## src/core/pod_defines.svh

```systemverilog
`ifndef POD_DEFINES_SVH
`define POD_DEFINES_SVH
// register byte offsets
`define POD_REG_CTRL 6'h00
`define POD_REG_AREA 6'h04
`define POD_REG_DCFG 6'h08
`define POD_REG_DSTART 6'h0c
`define POD_REG_DEND 6'h10
`define POD_REG_DCMD 6'h14
`define POD_REG_STATUS 6'h18
`define POD_REG_LOC 6'h1c
`define POD_REG_MPTR 6'h20
`define POD_REG_PRINTER_OUTPUT_POINTER 6'h24
// control, command and status bit positions
`define POD_CTRL_REQ 0
`define POD_CTRL_FMARK 1
`define POD_CTRL_PASS 2
`define POD_CMD_GO 0
`define POD_CMD_ABORT 1
`define POD_ST_REJECT 2
// stored data word fields
`define POD_W_SIGN 31
`define POD_W_HIRES 30
`define POD_W_SECS 29
`define POD_W_AEND 28
`define POD_W_FIX4 27
// ascii characters
`define POD_CH_CR 8'h0d
`define POD_CH_LF 8'h0a
`define POD_CH_SP 8'h20
`define POD_CH_PLUS 8'h2b
`define POD_CH_MINUS 8'h2d
`define POD_CH_COMMA 8'h2c
`define POD_CH_DOT 8'h2e
`define POD_CH_ZERO 4'h3
// eighths of a second as three bcd digits, entry 0 at the bottom
`define POD_FRAC_TBL 96'h875750625500375250125000
// csv digits kept per eighth, trailing zeros dropped
`define POD_FRAC_LEN 16'hedec
// misc constants
`define POD_LAST_POS 3'h7
`define POD_UNIV_ADDR 4'h1
`define POD_CODE_NEW 8'h80
`define POD_CODE_ALL 8'h81
`define POD_FILE_MARK 8'hff
`define POD_RESP_OKAY 2'h0
`define POD_RESP_SLVERR 2'h2
`endif

```

## src/core/pod_pkg.sv

```systemverilog
package pod_pkg;
    // dispatcher sequence, gray along idle-act-rd-cap-emit-fin
    typedef enum logic [2:0] {
        POD_IDLE = 3'h0,
        POD_ACT = 3'h1,
        POD_RD = 3'h3,
        POD_CAP = 3'h2,
        POD_EMIT = 3'h6,
        POD_FIN = 3'h7,
        POD_COPY = 3'h5
    } pod_state_e;
    // output formats
    typedef enum logic [1:0] {
        POD_PRT = 2'h0,
        POD_CSV = 2'h1,
        POD_BIN = 2'h2
    } pod_fmt_e;
endpackage : pod_pkg

```

## src/core/pod_dispatcher.sv

```systemverilog
// Behaviour
// - decode printer codes: format digit plus baud
// - code 7N feeds storage module N, file mark
// - online codes 80/81 copy to other area
// - online data from active area, pass resets
// - busy connector queues request, serve later
// - drop duplicate device, baud, area entries
// - send up to write pointer captured at activation
// - pin printer uses addressing line as enable
// - module address 1 picks lowest present module
// - absent module: pointer kept, entry dropped
// - dump asks area unless area 2 unallocated
// - dump start/end preset from pointers, overridable
// - dump shows location, keypress aborts after block
// - dump rejects copy codes 80 and 81
// - printable point gets two-digit id and sign
// - id, day, time four characters, five for hires unless fix4
// - seconds carry one eighth resolution
// - eight points per printed line, then CR LF
// - line end: hires CR LF, lowres space CR LF
// - csv strips ids, zeros, plus; commas, CR LF
//
// Decided for this implementation: the AXI4-Lite slave port and the placing of the registers.
`timescale 1ns/1ns
`include "pod_defines.svh"
module pod_dispatcher #(
    parameter int AW = 17,
    parameter int QD = 4,
    parameter logic [3:0] PRN_ADDR = 4'h9
) (
    // clock and reset
    input wire logic aclk,
    input wire logic aresetn,
    // axi4-lite write
    input wire logic [5:0] awaddr,
    input wire logic awvalid,
    output logic awready,
    input wire logic [31:0] wdata,
    input wire logic [3:0] wstrb,
    input wire logic wvalid,
    output logic wready,
    output logic [1:0] bresp,
    output logic bvalid,
    input wire logic bready,
    // axi4-lite read
    input wire logic [5:0] araddr,
    input wire logic arvalid,
    output logic arready,
    output logic [31:0] rdata,
    output logic [1:0] rresp,
    output logic rvalid,
    input wire logic rready,
    // final storage
    output logic mem_rd,
    output logic [AW-1:0] mem_addr,
    input wire logic [31:0] mem_rdata,
    input wire logic [AW-1:0] wr_ptr1,
    input wire logic [AW-1:0] wr_ptr2,
    input wire logic area2_alloc,
    // serial connector
    input wire logic conn_busy,
    input wire logic [8:1] module_present,
    output logic [7:0] ser_data,
    output logic ser_valid,
    input wire logic ser_ready,
    output logic [1:0] baud_code,
    output logic addressing_enable_line,
    output logic [3:0] dev_addr,
    output logic dev_addressed,
    // area to area copy
    output logic copy_valid,
    output logic copy_whole,
    output logic copy_to_area,
    output logic [AW-1:0] copy_first,
    output logic [AW-1:0] copy_last,
    input wire logic copy_ready
);
    localparam int QW = $clog2(QD + 1);

    // every flop of the block
    typedef struct packed {
        logic aw_have;
        logic [5:0] aw_addr;
        logic w_have;
        logic [31:0] wdata;
        logic [3:0] wstrb;
        logic bvalid;
        logic [1:0] bresp;
        logic rvalid;
        logic [31:0] rdata;
        logic [1:0] rresp;
        logic [7:0] code;
        logic area;
        logic dmp_area;
        logic [7:0] dmp_code;
        logic [AW-1:0] dmp_start;
        logic [AW-1:0] dmp_end;
        logic dmp_go;
        logic abort;
        logic reject;
        logic [QD-1:0][9:0] q;
        logic [QW-1:0] qn;
        pod_pkg::pod_state_e state;
        logic [9:0] cur;
        logic dumping;
        logic [AW-1:0] loc;
        logic [AW-1:0] endp;
        logic [3:0] addr;
        logic [1:0][AW-1:0] mptr;
        logic [1:0][AW-1:0] printer_output_pointer;
        logic [1:0][AW-1:0] cptr;
        logic [127:0] pbuf;
        logic [4:0] plen;
        logic [7:0] pid;
        logic [2:0] lpos;
        logic [8:1] sy1;
        logic [8:1] sy2;
        logic copy_v;
        logic copy_whole;
        logic [AW-1:0] copy_first;
        logic [AW-1:0] copy_last;
        logic pin_en;
        logic addr_v;
    } pod_st_s;

    pod_st_s st;
    pod_st_s next_st;

    // code legality; copy codes only for online requests
    function automatic logic pod_code_ok(input logic [7:0] c, input logic online);
        if (c[7:4] >= 4'h1 && c[7:4] <= 4'h6) begin
            return c[3:0] <= 4'h3;
        end
        if (c[7:4] == 4'h7) begin
            return c[3:0] >= 4'h1 && c[3:0] <= 4'h8;
        end
        return online && (c == `POD_CODE_NEW || c == `POD_CODE_ALL);
    endfunction : pod_code_ok

    // one data point into bytes, low byte first
    function automatic logic [132:0] pod_fmt(input logic [31:0] w, input logic [7:0] id,
                                             input pod_pkg::pod_fmt_e f, input logic eol);
        logic [127:0] b;
        logic [4:0] n;
        logic [2:0] nd;
        logic lead;
        logic [3:0] dg;
        logic [11:0] fr;
        logic [1:0] fl;
        b = '0;
        n = 5'h0;
        lead = 1'b1;
        nd = (w[`POD_W_HIRES] && !w[`POD_W_FIX4]) ? 3'h5 : 3'h4;
        fr = 12'(`POD_FRAC_TBL >> (7'(w[22:20]) * 7'hc));
        fl = 2'(`POD_FRAC_LEN >> {w[22:20], 1'b0});
        if (f == pod_pkg::POD_BIN) begin
            // binary words go out untouched, msb first
            b[31:0] = {w[7:0], w[15:8], w[23:16], w[31:24]};
            n = 5'h4;
        end else begin
            if (f == pod_pkg::POD_PRT) begin
                b[{n[3:0], 3'h0} +: 8] = {`POD_CH_ZERO, id[7:4]};
                n = n + 5'h1;
                b[{n[3:0], 3'h0} +: 8] = {`POD_CH_ZERO, id[3:0]};
                n = n + 5'h1;
                b[{n[3:0], 3'h0} +: 8] = w[`POD_W_SIGN] ? `POD_CH_MINUS : `POD_CH_PLUS;
                n = n + 5'h1;
            end else if (w[`POD_W_SIGN]) begin
                // csv keeps only a minus sign
                b[{n[3:0], 3'h0} +: 8] = `POD_CH_MINUS;
                n = n + 5'h1;
            end
            for (int i = 4; i >= 0; i--) begin
                dg = w[i*4 +: 4];
                if (3'(i) < nd && (f == pod_pkg::POD_PRT || dg != 4'h0 || !lead || i == 0)) begin
                    lead = 1'b0;
                    b[{n[3:0], 3'h0} +: 8] = {`POD_CH_ZERO, dg};
                    n = n + 5'h1;
                end
            end
            if (w[`POD_W_SECS] && (f == pod_pkg::POD_PRT || fl != 2'h0)) begin
                // fraction of a second in eighths
                b[{n[3:0], 3'h0} +: 8] = `POD_CH_DOT;
                n = n + 5'h1;
                for (int i = 2; i >= 0; i--) begin
                    if (f == pod_pkg::POD_PRT || 2'(3 - i) <= fl) begin
                        b[{n[3:0], 3'h0} +: 8] = {`POD_CH_ZERO, fr[i*4 +: 4]};
                        n = n + 5'h1;
                    end
                end
            end
            if (f == pod_pkg::POD_CSV && !w[`POD_W_AEND]) begin
                b[{n[3:0], 3'h0} +: 8] = `POD_CH_COMMA;
                n = n + 5'h1;
            end else if (f == pod_pkg::POD_PRT && !eol) begin
                b[{n[3:0], 3'h0} +: 8] = `POD_CH_SP;
                n = n + 5'h1;
            end else begin
                if (f == pod_pkg::POD_PRT && !w[`POD_W_HIRES]) begin
                    b[{n[3:0], 3'h0} +: 8] = `POD_CH_SP;
                    n = n + 5'h1;
                end
                b[{n[3:0], 3'h0} +: 8] = `POD_CH_CR;
                n = n + 5'h1;
                b[{n[3:0], 3'h0} +: 8] = `POD_CH_LF;
                n = n + 5'h1;
            end
        end
        return {n, b};
    endfunction : pod_fmt

    logic [31:0] wmask;
    logic [31:0] wv;
    logic wr_fire;
    logic [9:0] ent;
    logic dup;
    logic [3:0] low_mod;
    logic da;
    logic [7:0] dcode;
    logic ea;
    pod_pkg::pod_fmt_e fmt;
    logic eol;

    // bus handshakes straight from state
    assign awready = !st.aw_have && !st.bvalid;
    assign wready = !st.w_have && !st.bvalid;
    assign bvalid = st.bvalid;
    assign bresp = st.bresp;
    assign arready = !st.rvalid;
    assign rvalid = st.rvalid;
    assign rdata = st.rdata;
    assign rresp = st.rresp;
    // connector and storage side
    assign mem_addr = st.loc;
    assign mem_rd = st.state == pod_pkg::POD_RD && st.loc != st.endp;
    assign ser_data = st.pbuf[7:0];
    assign ser_valid = st.state == pod_pkg::POD_EMIT;
    assign baud_code = st.cur[1:0];
    assign addressing_enable_line = st.pin_en;
    assign dev_addr = st.addr;
    assign dev_addressed = st.addr_v;
    assign copy_valid = st.copy_v;
    assign copy_whole = st.copy_whole;
    assign copy_to_area = !st.cur[8];
    assign copy_first = st.copy_first;
    assign copy_last = st.copy_last;

    // next state of the whole block
    always_comb begin
        next_st = st;
        wmask = {{8{st.wstrb[3]}}, {8{st.wstrb[2]}}, {8{st.wstrb[1]}}, {8{st.wstrb[0]}}};
        wv = st.wdata & wmask;
        wr_fire = st.aw_have && st.w_have && !st.bvalid;
        ent = '0;
        dup = 1'b0;
        low_mod = 4'h0;
        ea = st.cur[8];
        // storage module 1 means lowest module present
        for (int i = 8; i >= 1; i--) begin
            if (st.sy2[i]) begin
                low_mod = 4'(i);
            end
        end
        case (st.cur[7:4])
            4'h1, 4'h4: fmt = pod_pkg::POD_PRT;
            4'h2, 4'h5: fmt = pod_pkg::POD_CSV;
            default: fmt = pod_pkg::POD_BIN;
        endcase
        // in printer format the last point of a transfer closes its line as well
        eol = st.lpos == `POD_LAST_POS || mem_rdata[`POD_W_AEND]
              || st.loc + AW'(1) == st.endp;
        // module present pins, two flops before use
        next_st.sy1 = module_present;
        next_st.sy2 = st.sy1;
        // dispatcher sequence
        case (st.state)
            pod_pkg::POD_IDLE: begin
                if (st.dmp_go) begin
                    // manual dump borrows the dispatcher, presets already in place
                    next_st.dmp_go = 1'b0;
                    next_st.dumping = 1'b1;
                    next_st.cur = {1'b0, st.dmp_area, st.dmp_code};
                    next_st.loc = st.dmp_start;
                    next_st.endp = st.dmp_end;
                    next_st.state = pod_pkg::POD_ACT;
                end else if (st.qn != '0 && !conn_busy) begin
                    // oldest entry takes the connector
                    next_st.cur = st.q[0];
                    for (int i = 0; i < QD - 1; i++) begin
                        next_st.q[i] = st.q[i+1];
                    end
                    next_st.qn = st.qn - QW'(1);
                    next_st.state = pod_pkg::POD_ACT;
                end
            end
            pod_pkg::POD_ACT: begin
                next_st.pid = 8'h01;
                next_st.lpos = 3'h0;
                next_st.state = pod_pkg::POD_RD;
                if (!st.dumping) begin
                    // end point frozen now; later data waits its next turn
                    next_st.endp = ea ? wr_ptr2 : wr_ptr1;
                    next_st.loc = (st.cur[7:4] == 4'h7) ? st.mptr[ea] : st.printer_output_pointer[ea];
                end
                if (st.cur[7:0] == `POD_CODE_NEW || st.cur[7:0] == `POD_CODE_ALL) begin
                    next_st.copy_v = 1'b1;
                    next_st.copy_whole = st.cur[0];
                    next_st.copy_first = st.cur[0] ? '0 : st.cptr[ea];
                    next_st.copy_last = ea ? wr_ptr2 : wr_ptr1;
                    next_st.state = pod_pkg::POD_COPY;
                end else if (st.cur[7:4] == 4'h7) begin
                    next_st.addr = (st.cur[3:0] == `POD_UNIV_ADDR) ? low_mod : st.cur[3:0];
                    if ((st.cur[3:0] == `POD_UNIV_ADDR) ? low_mod == 4'h0
                                                        : !st.sy2[st.cur[3:0]]) begin
                        // module missing: entry dropped, pointer untouched
                        next_st.dumping = 1'b0;
                        next_st.state = pod_pkg::POD_IDLE;
                    end else begin
                        next_st.addr_v = 1'b1;
                        if (st.cur[9]) begin
                            // file mark only, no data moves
                            next_st.pbuf = {120'h0, `POD_FILE_MARK};
                            next_st.plen = 5'h1;
                            next_st.endp = st.mptr[ea];
                            next_st.loc = st.mptr[ea];
                            next_st.state = pod_pkg::POD_EMIT;
                        end
                    end
                end else if (st.cur[7:4] >= 4'h4) begin
                    next_st.pin_en = 1'b1;
                end else begin
                    next_st.addr = PRN_ADDR;
                    next_st.addr_v = 1'b1;
                end
            end
            pod_pkg::POD_RD: begin
                next_st.state = (st.loc == st.endp) ? pod_pkg::POD_FIN : pod_pkg::POD_CAP;
            end
            pod_pkg::POD_CAP: begin
                {next_st.plen, next_st.pbuf} = pod_fmt(mem_rdata, st.pid, fmt, eol);
                next_st.loc = st.loc + AW'(1);
                next_st.lpos = eol ? 3'h0 : st.lpos + 3'h1;
                if (mem_rdata[`POD_W_AEND]) begin
                    next_st.pid = 8'h01;
                end else if (st.pid[3:0] == 4'h9) begin
                    next_st.pid = {st.pid[7:4] + 4'h1, 4'h0};
                end else begin
                    next_st.pid = st.pid + 8'h01;
                end
                next_st.state = pod_pkg::POD_EMIT;
            end
            pod_pkg::POD_EMIT: begin
                if (ser_ready) begin
                    next_st.pbuf = {8'h0, st.pbuf[127:8]};
                    next_st.plen = st.plen - 5'h1;
                    if (st.plen == 5'h1) begin
                        // abort only lands between whole points
                        next_st.state = st.abort ? pod_pkg::POD_FIN : pod_pkg::POD_RD;
                    end
                end
            end
            pod_pkg::POD_FIN: begin
                if (!st.dumping) begin
                    if (st.cur[7:4] == 4'h7) begin
                        next_st.mptr[ea] = st.loc;
                    end else begin
                        next_st.printer_output_pointer[ea] = st.loc;
                    end
                end
                next_st.dumping = 1'b0;
                next_st.abort = 1'b0;
                next_st.pin_en = 1'b0;
                next_st.addr_v = 1'b0;
                next_st.state = pod_pkg::POD_IDLE;
            end
            pod_pkg::POD_COPY: begin
                if (copy_ready) begin
                    next_st.cptr[ea] = st.copy_last;
                    next_st.copy_v = 1'b0;
                    next_st.state = pod_pkg::POD_IDLE;
                end
            end
            default: begin
                next_st.state = pod_pkg::POD_IDLE;
            end
        endcase
        // bus: address and data land in either order
        if (awvalid && awready) begin
            next_st.aw_have = 1'b1;
            next_st.aw_addr = awaddr;
        end
        if (wvalid && wready) begin
            next_st.w_have = 1'b1;
            next_st.wdata = wdata;
            next_st.wstrb = wstrb;
        end
        if (st.bvalid && bready) begin
            next_st.bvalid = 1'b0;
        end
        da = area2_alloc & wv[0];
        dcode = (st.dmp_code & ~wmask[15:8]) | wv[15:8];
        if (wr_fire) begin
            next_st.aw_have = 1'b0;
            next_st.w_have = 1'b0;
            next_st.bvalid = 1'b1;
            next_st.bresp = `POD_RESP_OKAY;
            case (st.aw_addr)
                `POD_REG_CTRL: begin
                    next_st.code = (st.code & ~wmask[15:8]) | wv[15:8];
                    ent = {wv[`POD_CTRL_FMARK], st.area, next_st.code};
                    for (int i = 0; i < QD; i++) begin
                        if (QW'(i) < next_st.qn && next_st.q[i] == ent) begin
                            dup = 1'b1;
                        end
                    end
                    if (wv[`POD_CTRL_REQ]) begin
                        if (!pod_code_ok(ent[7:0], 1'b1)) begin
                            next_st.reject = 1'b1;
                        end else if (!dup && next_st.qn != QW'(QD)) begin
                            next_st.q[next_st.qn] = ent;
                            next_st.qn = next_st.qn + QW'(1);
                        end
                    end
                    if (wv[`POD_CTRL_PASS]) begin
                        next_st.area = 1'b0;
                    end
                end
                `POD_REG_AREA: begin
                    if (st.wstrb[0]) begin
                        next_st.area = wv[0];
                    end
                end
                `POD_REG_DCFG: begin
                    // area 2 choice ignored when it has no memory
                    next_st.dmp_area = da;
                    next_st.dmp_code = dcode;
                    next_st.dmp_start = (dcode[7:4] == 4'h7) ? st.mptr[da] : st.printer_output_pointer[da];
                    next_st.dmp_end = da ? wr_ptr2 : wr_ptr1;
                    if (!pod_code_ok(dcode, 1'b0)) begin
                        next_st.reject = 1'b1;
                    end
                end
                `POD_REG_DSTART: begin
                    next_st.dmp_start = AW'((32'(st.dmp_start) & ~wmask) | wv);
                end
                `POD_REG_DEND: begin
                    next_st.dmp_end = AW'((32'(st.dmp_end) & ~wmask) | wv);
                end
                `POD_REG_DCMD: begin
                    if (wv[`POD_CMD_GO] && !st.dumping && pod_code_ok(st.dmp_code, 1'b0)) begin
                        next_st.dmp_go = 1'b1;
                    end
                    if (wv[`POD_CMD_ABORT] && st.dumping) begin
                        next_st.abort = 1'b1;
                    end
                end
                `POD_REG_STATUS: begin
                    // a reject in this same cycle survives the clear
                    if (wv[`POD_ST_REJECT] && !next_st.reject) begin
                        next_st.reject = 1'b0;
                    end else if (wv[`POD_ST_REJECT] && !st.reject) begin
                        next_st.reject = 1'b1;
                    end else if (wv[`POD_ST_REJECT]) begin
                        next_st.reject = 1'b0;
                    end
                end
                `POD_REG_LOC, `POD_REG_MPTR, `POD_REG_PRINTER_OUTPUT_POINTER: begin
                end
                default: begin
                    next_st.bresp = `POD_RESP_SLVERR;
                end
            endcase
        end
        // reads answer one cycle after the address is taken
        if (st.rvalid && rready) begin
            next_st.rvalid = 1'b0;
        end
        if (arvalid && arready) begin
            next_st.rvalid = 1'b1;
            next_st.rresp = `POD_RESP_OKAY;
            case (araddr)
                `POD_REG_CTRL: next_st.rdata = {16'h0, st.code, 8'h0};
                `POD_REG_AREA: next_st.rdata = {31'h0, st.area};
                `POD_REG_DCFG: next_st.rdata = {16'h0, st.dmp_code, 7'h0, st.dmp_area};
                `POD_REG_DSTART: next_st.rdata = 32'(st.dmp_start);
                `POD_REG_DEND: next_st.rdata = 32'(st.dmp_end);
                `POD_REG_DCMD: next_st.rdata = 32'h0;
                `POD_REG_STATUS: next_st.rdata = {24'h0, 4'(st.qn), 1'b0, st.reject,
                                                  st.dumping, st.state != pod_pkg::POD_IDLE};
                `POD_REG_LOC: next_st.rdata = 32'(st.loc);
                `POD_REG_MPTR: next_st.rdata = 32'(st.mptr[st.area]);
                `POD_REG_PRINTER_OUTPUT_POINTER: next_st.rdata = 32'(st.printer_output_pointer[st.area]);
                default: begin
                    next_st.rdata = 32'h0;
                    next_st.rresp = `POD_RESP_SLVERR;
                end
            endcase
        end
    end

    // single register stage for all state
    always_ff @(posedge aclk) begin
        if (!aresetn) begin
            st <= '0;
        end else begin
            st <= next_st;
        end
    end
endmodule : pod_dispatcher

```

## config.mk

```make
export PLATFORM = sky130hd
export DESIGN_NAME = pod_dispatcher
export DESIGN_NICKNAME = d
export VERILOG_FILES = /design/src/core/pod_pkg.sv /design/src/core/pod_dispatcher.sv
export VERILOG_INCLUDE_DIRS = /design/src /design/src/core
export SDC_FILE = /design/constraint.sdc
export NUM_CORES = 2
export LEC_CHECK = 0
export BUFFER_PORTS_ARGS = -buffer_cell sky130_fd_sc_hd__buf_4
export CELL_PAD_IN_SITES_DETAIL_PLACEMENT = 1
export CELL_PAD_IN_SITES_GLOBAL_PLACEMENT = 1
export CORE_UTILIZATION = 38
export CTS_CLUSTER_SIZE = 12
export DETAILED_ROUTE_END_ITERATION = 16
export GPL_ROUTABILITY_DRIVEN = 0
export PLACE_DENSITY_LB_ADDON = 0.1
export SYNTH_ARGS = -nofsm -noshare
export SYNTH_HDL_FRONTEND = slang
export SYNTH_SLANG_ARGS = --single-unit
```

## constraint.sdc

```tcl
create_clock -name aclk -period 20.3 [get_ports aclk]
set_input_delay 2.03 -clock aclk [delete_from_list [all_inputs] [get_ports aclk]]
set_output_delay 2.03 -clock aclk [all_outputs]
set_load 0.02 [all_outputs]
```

**Word level (Yosys, flattened, before mapping)**

Index checks and enable logic that the tools add are counted.
W data, S select, Z words.

- Add/sub/neg operators: 31
- $mul: 1
- Order comparisons: 35
- Equal/unequal tests: 72
- Shift-type cells: 27
- Mux-type cells: 266
- Bitwise gates (word level): 16
- Reductions and logical operators: 121

Operators with widths:

| operator | count |
|---|---|
| $mux W128 | 34 |
| $bwmux W128 | 13 |
| $shift A8 B9 Y128 const A | 12 |
| $shiftx A8 B9 Y128 | 8 |
| $mux W133 | 5 |
| $shiftx A8 B9 Y128 const A | 5 |
| $pmux W133 S3 | 1 |
| $mux W17 | 20 |
| $mux W5 | 37 |
| $pmux W17 S9 | 1 |
| $mux W43 | 3 |
| $neg A7 Y9 | 12 |
| $mux W35 | 3 |
| $bwmux W34 | 3 |
| $mux W34 | 3 |
| $pmux W17 S2 | 3 |
| $mux W96 | 1 |
| $shr A96 B7 Y12 const A | 1 |
| $mux W46 | 2 |
| $mux W1 | 79 |
| $mux W33 | 2 |
| $add A5 B1 Y5 const B | 12 |
| $and A17 B17 Y17 | 3 |
| $pmux W17 S3 | 1 |
| other kinds (90) | 305 |

- Bits in registers: 516
- Bits of input ports: 133
- Output and inout bits: 113
- Word-level logic and storage cells: 617

**Depth between registers and ports, before layout**

- Word-level depth: 61
- Depth in mapped cells: 42
- Depth with buffers taken out: 34

**Least setup slack after synthesis**

OpenSTA, ideal clock, no wires.

- Path type: input -> register
- Start: input port mem_rdata[17]
- End: register st[122] in the netlist's numbering
- Setup time: 122 ps
- Data arrival time: 10,465 ps
- Data required time: 20,178 ps
- Path slack: 9,713 ps
- Cell stages on the path: 38
- Buffers on the path: 6
- Cell sequence: nor4_2 -> o22ai_1 -> o22ai_1 -> inv_1 -> ha_1 -> clkbuf_1 -> nor2b_1 -> ha_1 -> clkbuf_1 -> inv_1 -> nor2_1 -> ha_1 -> buf_1 -> inv_1 -> nor2_1 -> ha_1 -> clkbuf_1 -> o21ai_0 -> [2 not listed] -> nor2_1 -> a21oi_1 -> ha_1 -> o32a_1 -> o21a_1 -> ha_1 -> clkbuf_1 -> nand2_1 -> o21ai_0 -> ha_1 -> clkbuf_1 -> nor2_1 -> nand2_1 -> mux2i_1 -> and3_1 -> o21ai_0 -> and4b_1 -> a221o_1

- Longest elaborated chain between the ends: 58
- Elaborated cells between the ends (all ways): 147
- Those cells by class: 21 x add/sub; 24 x shift; 90 x mux; 12 x reduce/logical

RTL lines:

| item | RTL line | source |
|---|---|---|
| from (decl) | pod_dispatcher.sv:56 | `input wire logic [31:0] mem_rdata,` |
| parallel branches: the longest is 55 deep, another holds $add A5 B1 Y5 | n/a |  |
| $mux W128 * | pod_dispatcher.sv:192 | `` if (f == pod_pkg::POD_CSV && !w[`POD_W_AEND]) begin `` |
| $mux W96 * | pod_dispatcher.sv:156 | `if (f == pod_pkg::POD_BIN) begin` |
| $pmux W133 S3 * | pod_dispatcher.sv:276 | `case (st.state)` |
| to (signal assigned) | pod_dispatcher.sv:506 | `st <= next_st;` |
| to (decl) | pod_dispatcher.sv:126 | `pod_st_s st;` |

Mark *: on every way between the ends. The select of a mux whose other input is x is not followed.
A chain may end at the register's enable or synchronous reset.

**Worst setup path in the final report**

- Start: input port mem_rdata[17]
- End: register st[130] in the netlist's numbering

The elaborated chain is that of the path after synthesis.

==> results.ini <==
[setup_path]
ff2ff_path_depth = 33
critPathArrivalTime_ns = 14.55
r2r_slack_ns = 7.45
critPathBufInv = 6
cp_slowest_cell = o21ai_0
worst_setup_path_end_kind = flop
cp.required_ns = 20.83
cpMostUsedCell = ha_1
rr_startpoint = st[345]$_SDFFE_PN0P_
startpoint_type = input port
timing.rr.end = st[130]$_SDFFE_PN0P_
crit_fanout = 17
slowest_delay_ns = 1.00
crit_type = in -> reg
cp_top_family = adder cells

[timing]
tns_ns = 0
fin_skew_ns = 0.0481
final_hold_viol_count = 0
layout_min_cycle_time_ns = 14.02
setup_violations = 0
slew_viol_final = 0
setup_slack_ns = 6.28
rsz0062_at_grt = false
finalCritPeriodShare_pct = 69.1
tightest_slew_ns = 1.27
max_freq_mhz = 71.3
max_slew_margin_pct = 15.0

[synth]
ys_types = 117
ys_seq_area_share_pct = 26.4
synthArstFlopShare_pct = 0
synth_ff_type = dfxtp_1
synthCells = 4870
synth-edff-count = 0
syn_area_um2 = 36000
synth_area_per_cell_um2 = 7.40
yosys_warnings = 0
ys_ff_latch = 475

[finish]
nNetsFinal = 4949
final_common_cell = nand2_1
layout_common_cells = 671 x nand2_1, 500 x a21oi_1, 473 x dfxtp_1
drive_gt1_share_pct = 12.7
area.growth.synth_to_final_pct = 10.4
final_util_pct = 42.5

[route]
via_count = 39722
wl_met3_um = 16000
dr.max_layer_used = met5
met2_length_um = 78600
wl_met1_um = 74200
route.detailed.drc = 0
drtPass1Iterations = 6
drt_wl_total_um = 180000
ant_nets = 0
vias_per_cell = 6.56
drt_iter0_markers = 4506
drt-wirelength-per-cell_um = 29.7

[hold_path]
worstHoldPathCells = 1
holdPathEnd = st[44]$_SDFF_PN0_
hold_class = reg -> reg
min-delay-start = next_st[44]$_SDFF_PN0_

[placement]
dpl.hpwl_um = 133000
portBuffers = 212
pre_cts_ws_ns = 6.21

[cts]
cts_sinks = 475
clk_pin_slew_worst_paths_ns = 0.06
clk_path_buf_depth = 3
worstSkewPairLatency_ns = 0.69
cts_buffers = 57
post_cts_buffers = 0
cts_tree = yes
h-tree-depth = 2
cts_resized = 0
hold_buffers = 0
cts-root-buf = clkbuf_16

[global_route]
grt_pass1_wl_um = 263000
grt_max_degree = 94
antenna_found_initial = 6
grt_pass1_vias = 38574
track_usage_pct = 36.5
grt-ovfl-total = 0

[die]
die_h_um = 310
rows = 112
core_um2 = 93600
start_util_pct = 38.5
ioPinCount = 246
dieWidth_um = 310
dieArea_um2 = 96000

[run_status]
outcome = finished, final reports clean

[run]
cap_viol_max_count = 0

per-layer routing:
metal	vias to the layer above	track usage [%]
met2	2001	56.5
met5	-	0
met3	486	7.44
li1	17659	-
met1	19568	47.4
met4	8	20.3
layout make-up:
class | instances | area [um^2]
Clock buffer | 82 | 1650
Clock inverter | 23 | 333
Multi-Input combinational cell | 3851 | 24200
Tap cell | 1254 | 1570
Fill cell | 11609 | 53800
Timing Repair Buffer | 301 | 2260
Sequential cell | 475 | 9510
Inverter | 72 | 278
Antenna cell | 1 | 2.50
through the flow:
step                      instance area (um^2)  cells  hold slack [ns]
after floorplan                          36100   4886            0.412
after global routing                     39800   6058            0.459
after detailed placement                 37800   5952            0.421
after CTS                                39800   6057            0.439
final                                    39800   6059            0.434
after global placement                   37800   5952            0.420
worst reg2reg max path: cells and delay by family, from the launching register on:
kind | cells | cell delay, ns
flip-flops | 1 | 0.50
AO/OA/AOI/OAI | 9 | 3.35
XOR/XNOR | 1 | 0.16
buffers and inverters | 6 | 1.88
adder cells (fa/ha/maj) | 7 | 3.93
AND/OR/NAND/NOR | 9 | 2.31
multiplexers | 1 | 0.53
cell families after synthesis:
kind of cell,share of synthesized area (%)
and+or+nand+nor,23.3
AOI/OAI and AO/OA,29.0
buffers and inverters,7.03
DFF,26.4
muxes,8.20
xor gates and xnor gates,4.01
adders and majority gates,2.04
other,0.0104
Yosys cell counts (18+ instances only):
library cell | instances | area, um^2
a211oi_1 | 136 | 1020
a21oi_1 | 501 | 2510
a221o_1 | 27 | 270
a221oi_1 | 94 | 823
a22o_1 | 35 | 307
a22oi_1 | 59 | 443
a31oi_1 | 54 | 338
a32oi_1 | 22 | 193
and2_1 | 68 | 425
and3_1 | 59 | 369
buf_1 | 28 | 105
buf_4 | 106 | 796
clkbuf_1 | 338 | 1270
dfxtp_1 | 475 | 9510
ha_1 | 58 | 726
inv_1 | 63 | 236
mux2_2 | 69 | 777
mux2i_1 | 162 | 1620
mux4_2 | 23 | 518
nand2_1 | 675 | 2530
nand2b_1 | 32 | 200
nand3_1 | 147 | 736
nand4_1 | 43 | 269
nor2_1 | 449 | 1690
nor2b_1 | 34 | 213
nor3_1 | 130 | 651
nor4_1 | 31 | 194
o211ai_1 | 50 | 375
o21ai_0 | 251 | 1260
o221ai_1 | 31 | 272
o22ai_1 | 49 | 307
o31ai_1 | 26 | 195
or2_2 | 18 | 113
or3_1 | 21 | 131
xnor2_1 | 97 | 850
xor2_1 | 37 | 324
worst max-delay path by stage:
stage	from	to	slack (ns)	depth (start not counted)
global placement	mem_rdata[17]	st[130]$_SDFFE_PN0P_	6.38	33
floorplan	mem_rdata[17]	st[122]$_SDFFE_PN0P_	9.71	38
global route	mem_rdata[17]	st[130]$_SDFFE_PN0P_	5.84	33
detailed placement	mem_rdata[17]	st[130]$_SDFFE_PN0P_	6.21	33
CTS	mem_rdata[17]	st[130]$_SDFFE_PN0P_	6.86	33
finish	mem_rdata[17]	st[130]$_SDFFE_PN0P_	6.28	33
flip-flops by register name (all words and copies together), names as in the netlist, 4 cells and up:
signal / count
dev_addr: 4
st: 376
next_st: 8
rdata: 17
copy_last: 17
copy_first: 17
ser_data: 8
mem_addr: 17
Power is not shown: default switching activity piles up to over one toggle a cycle in this logic, so the estimate is an artifact.
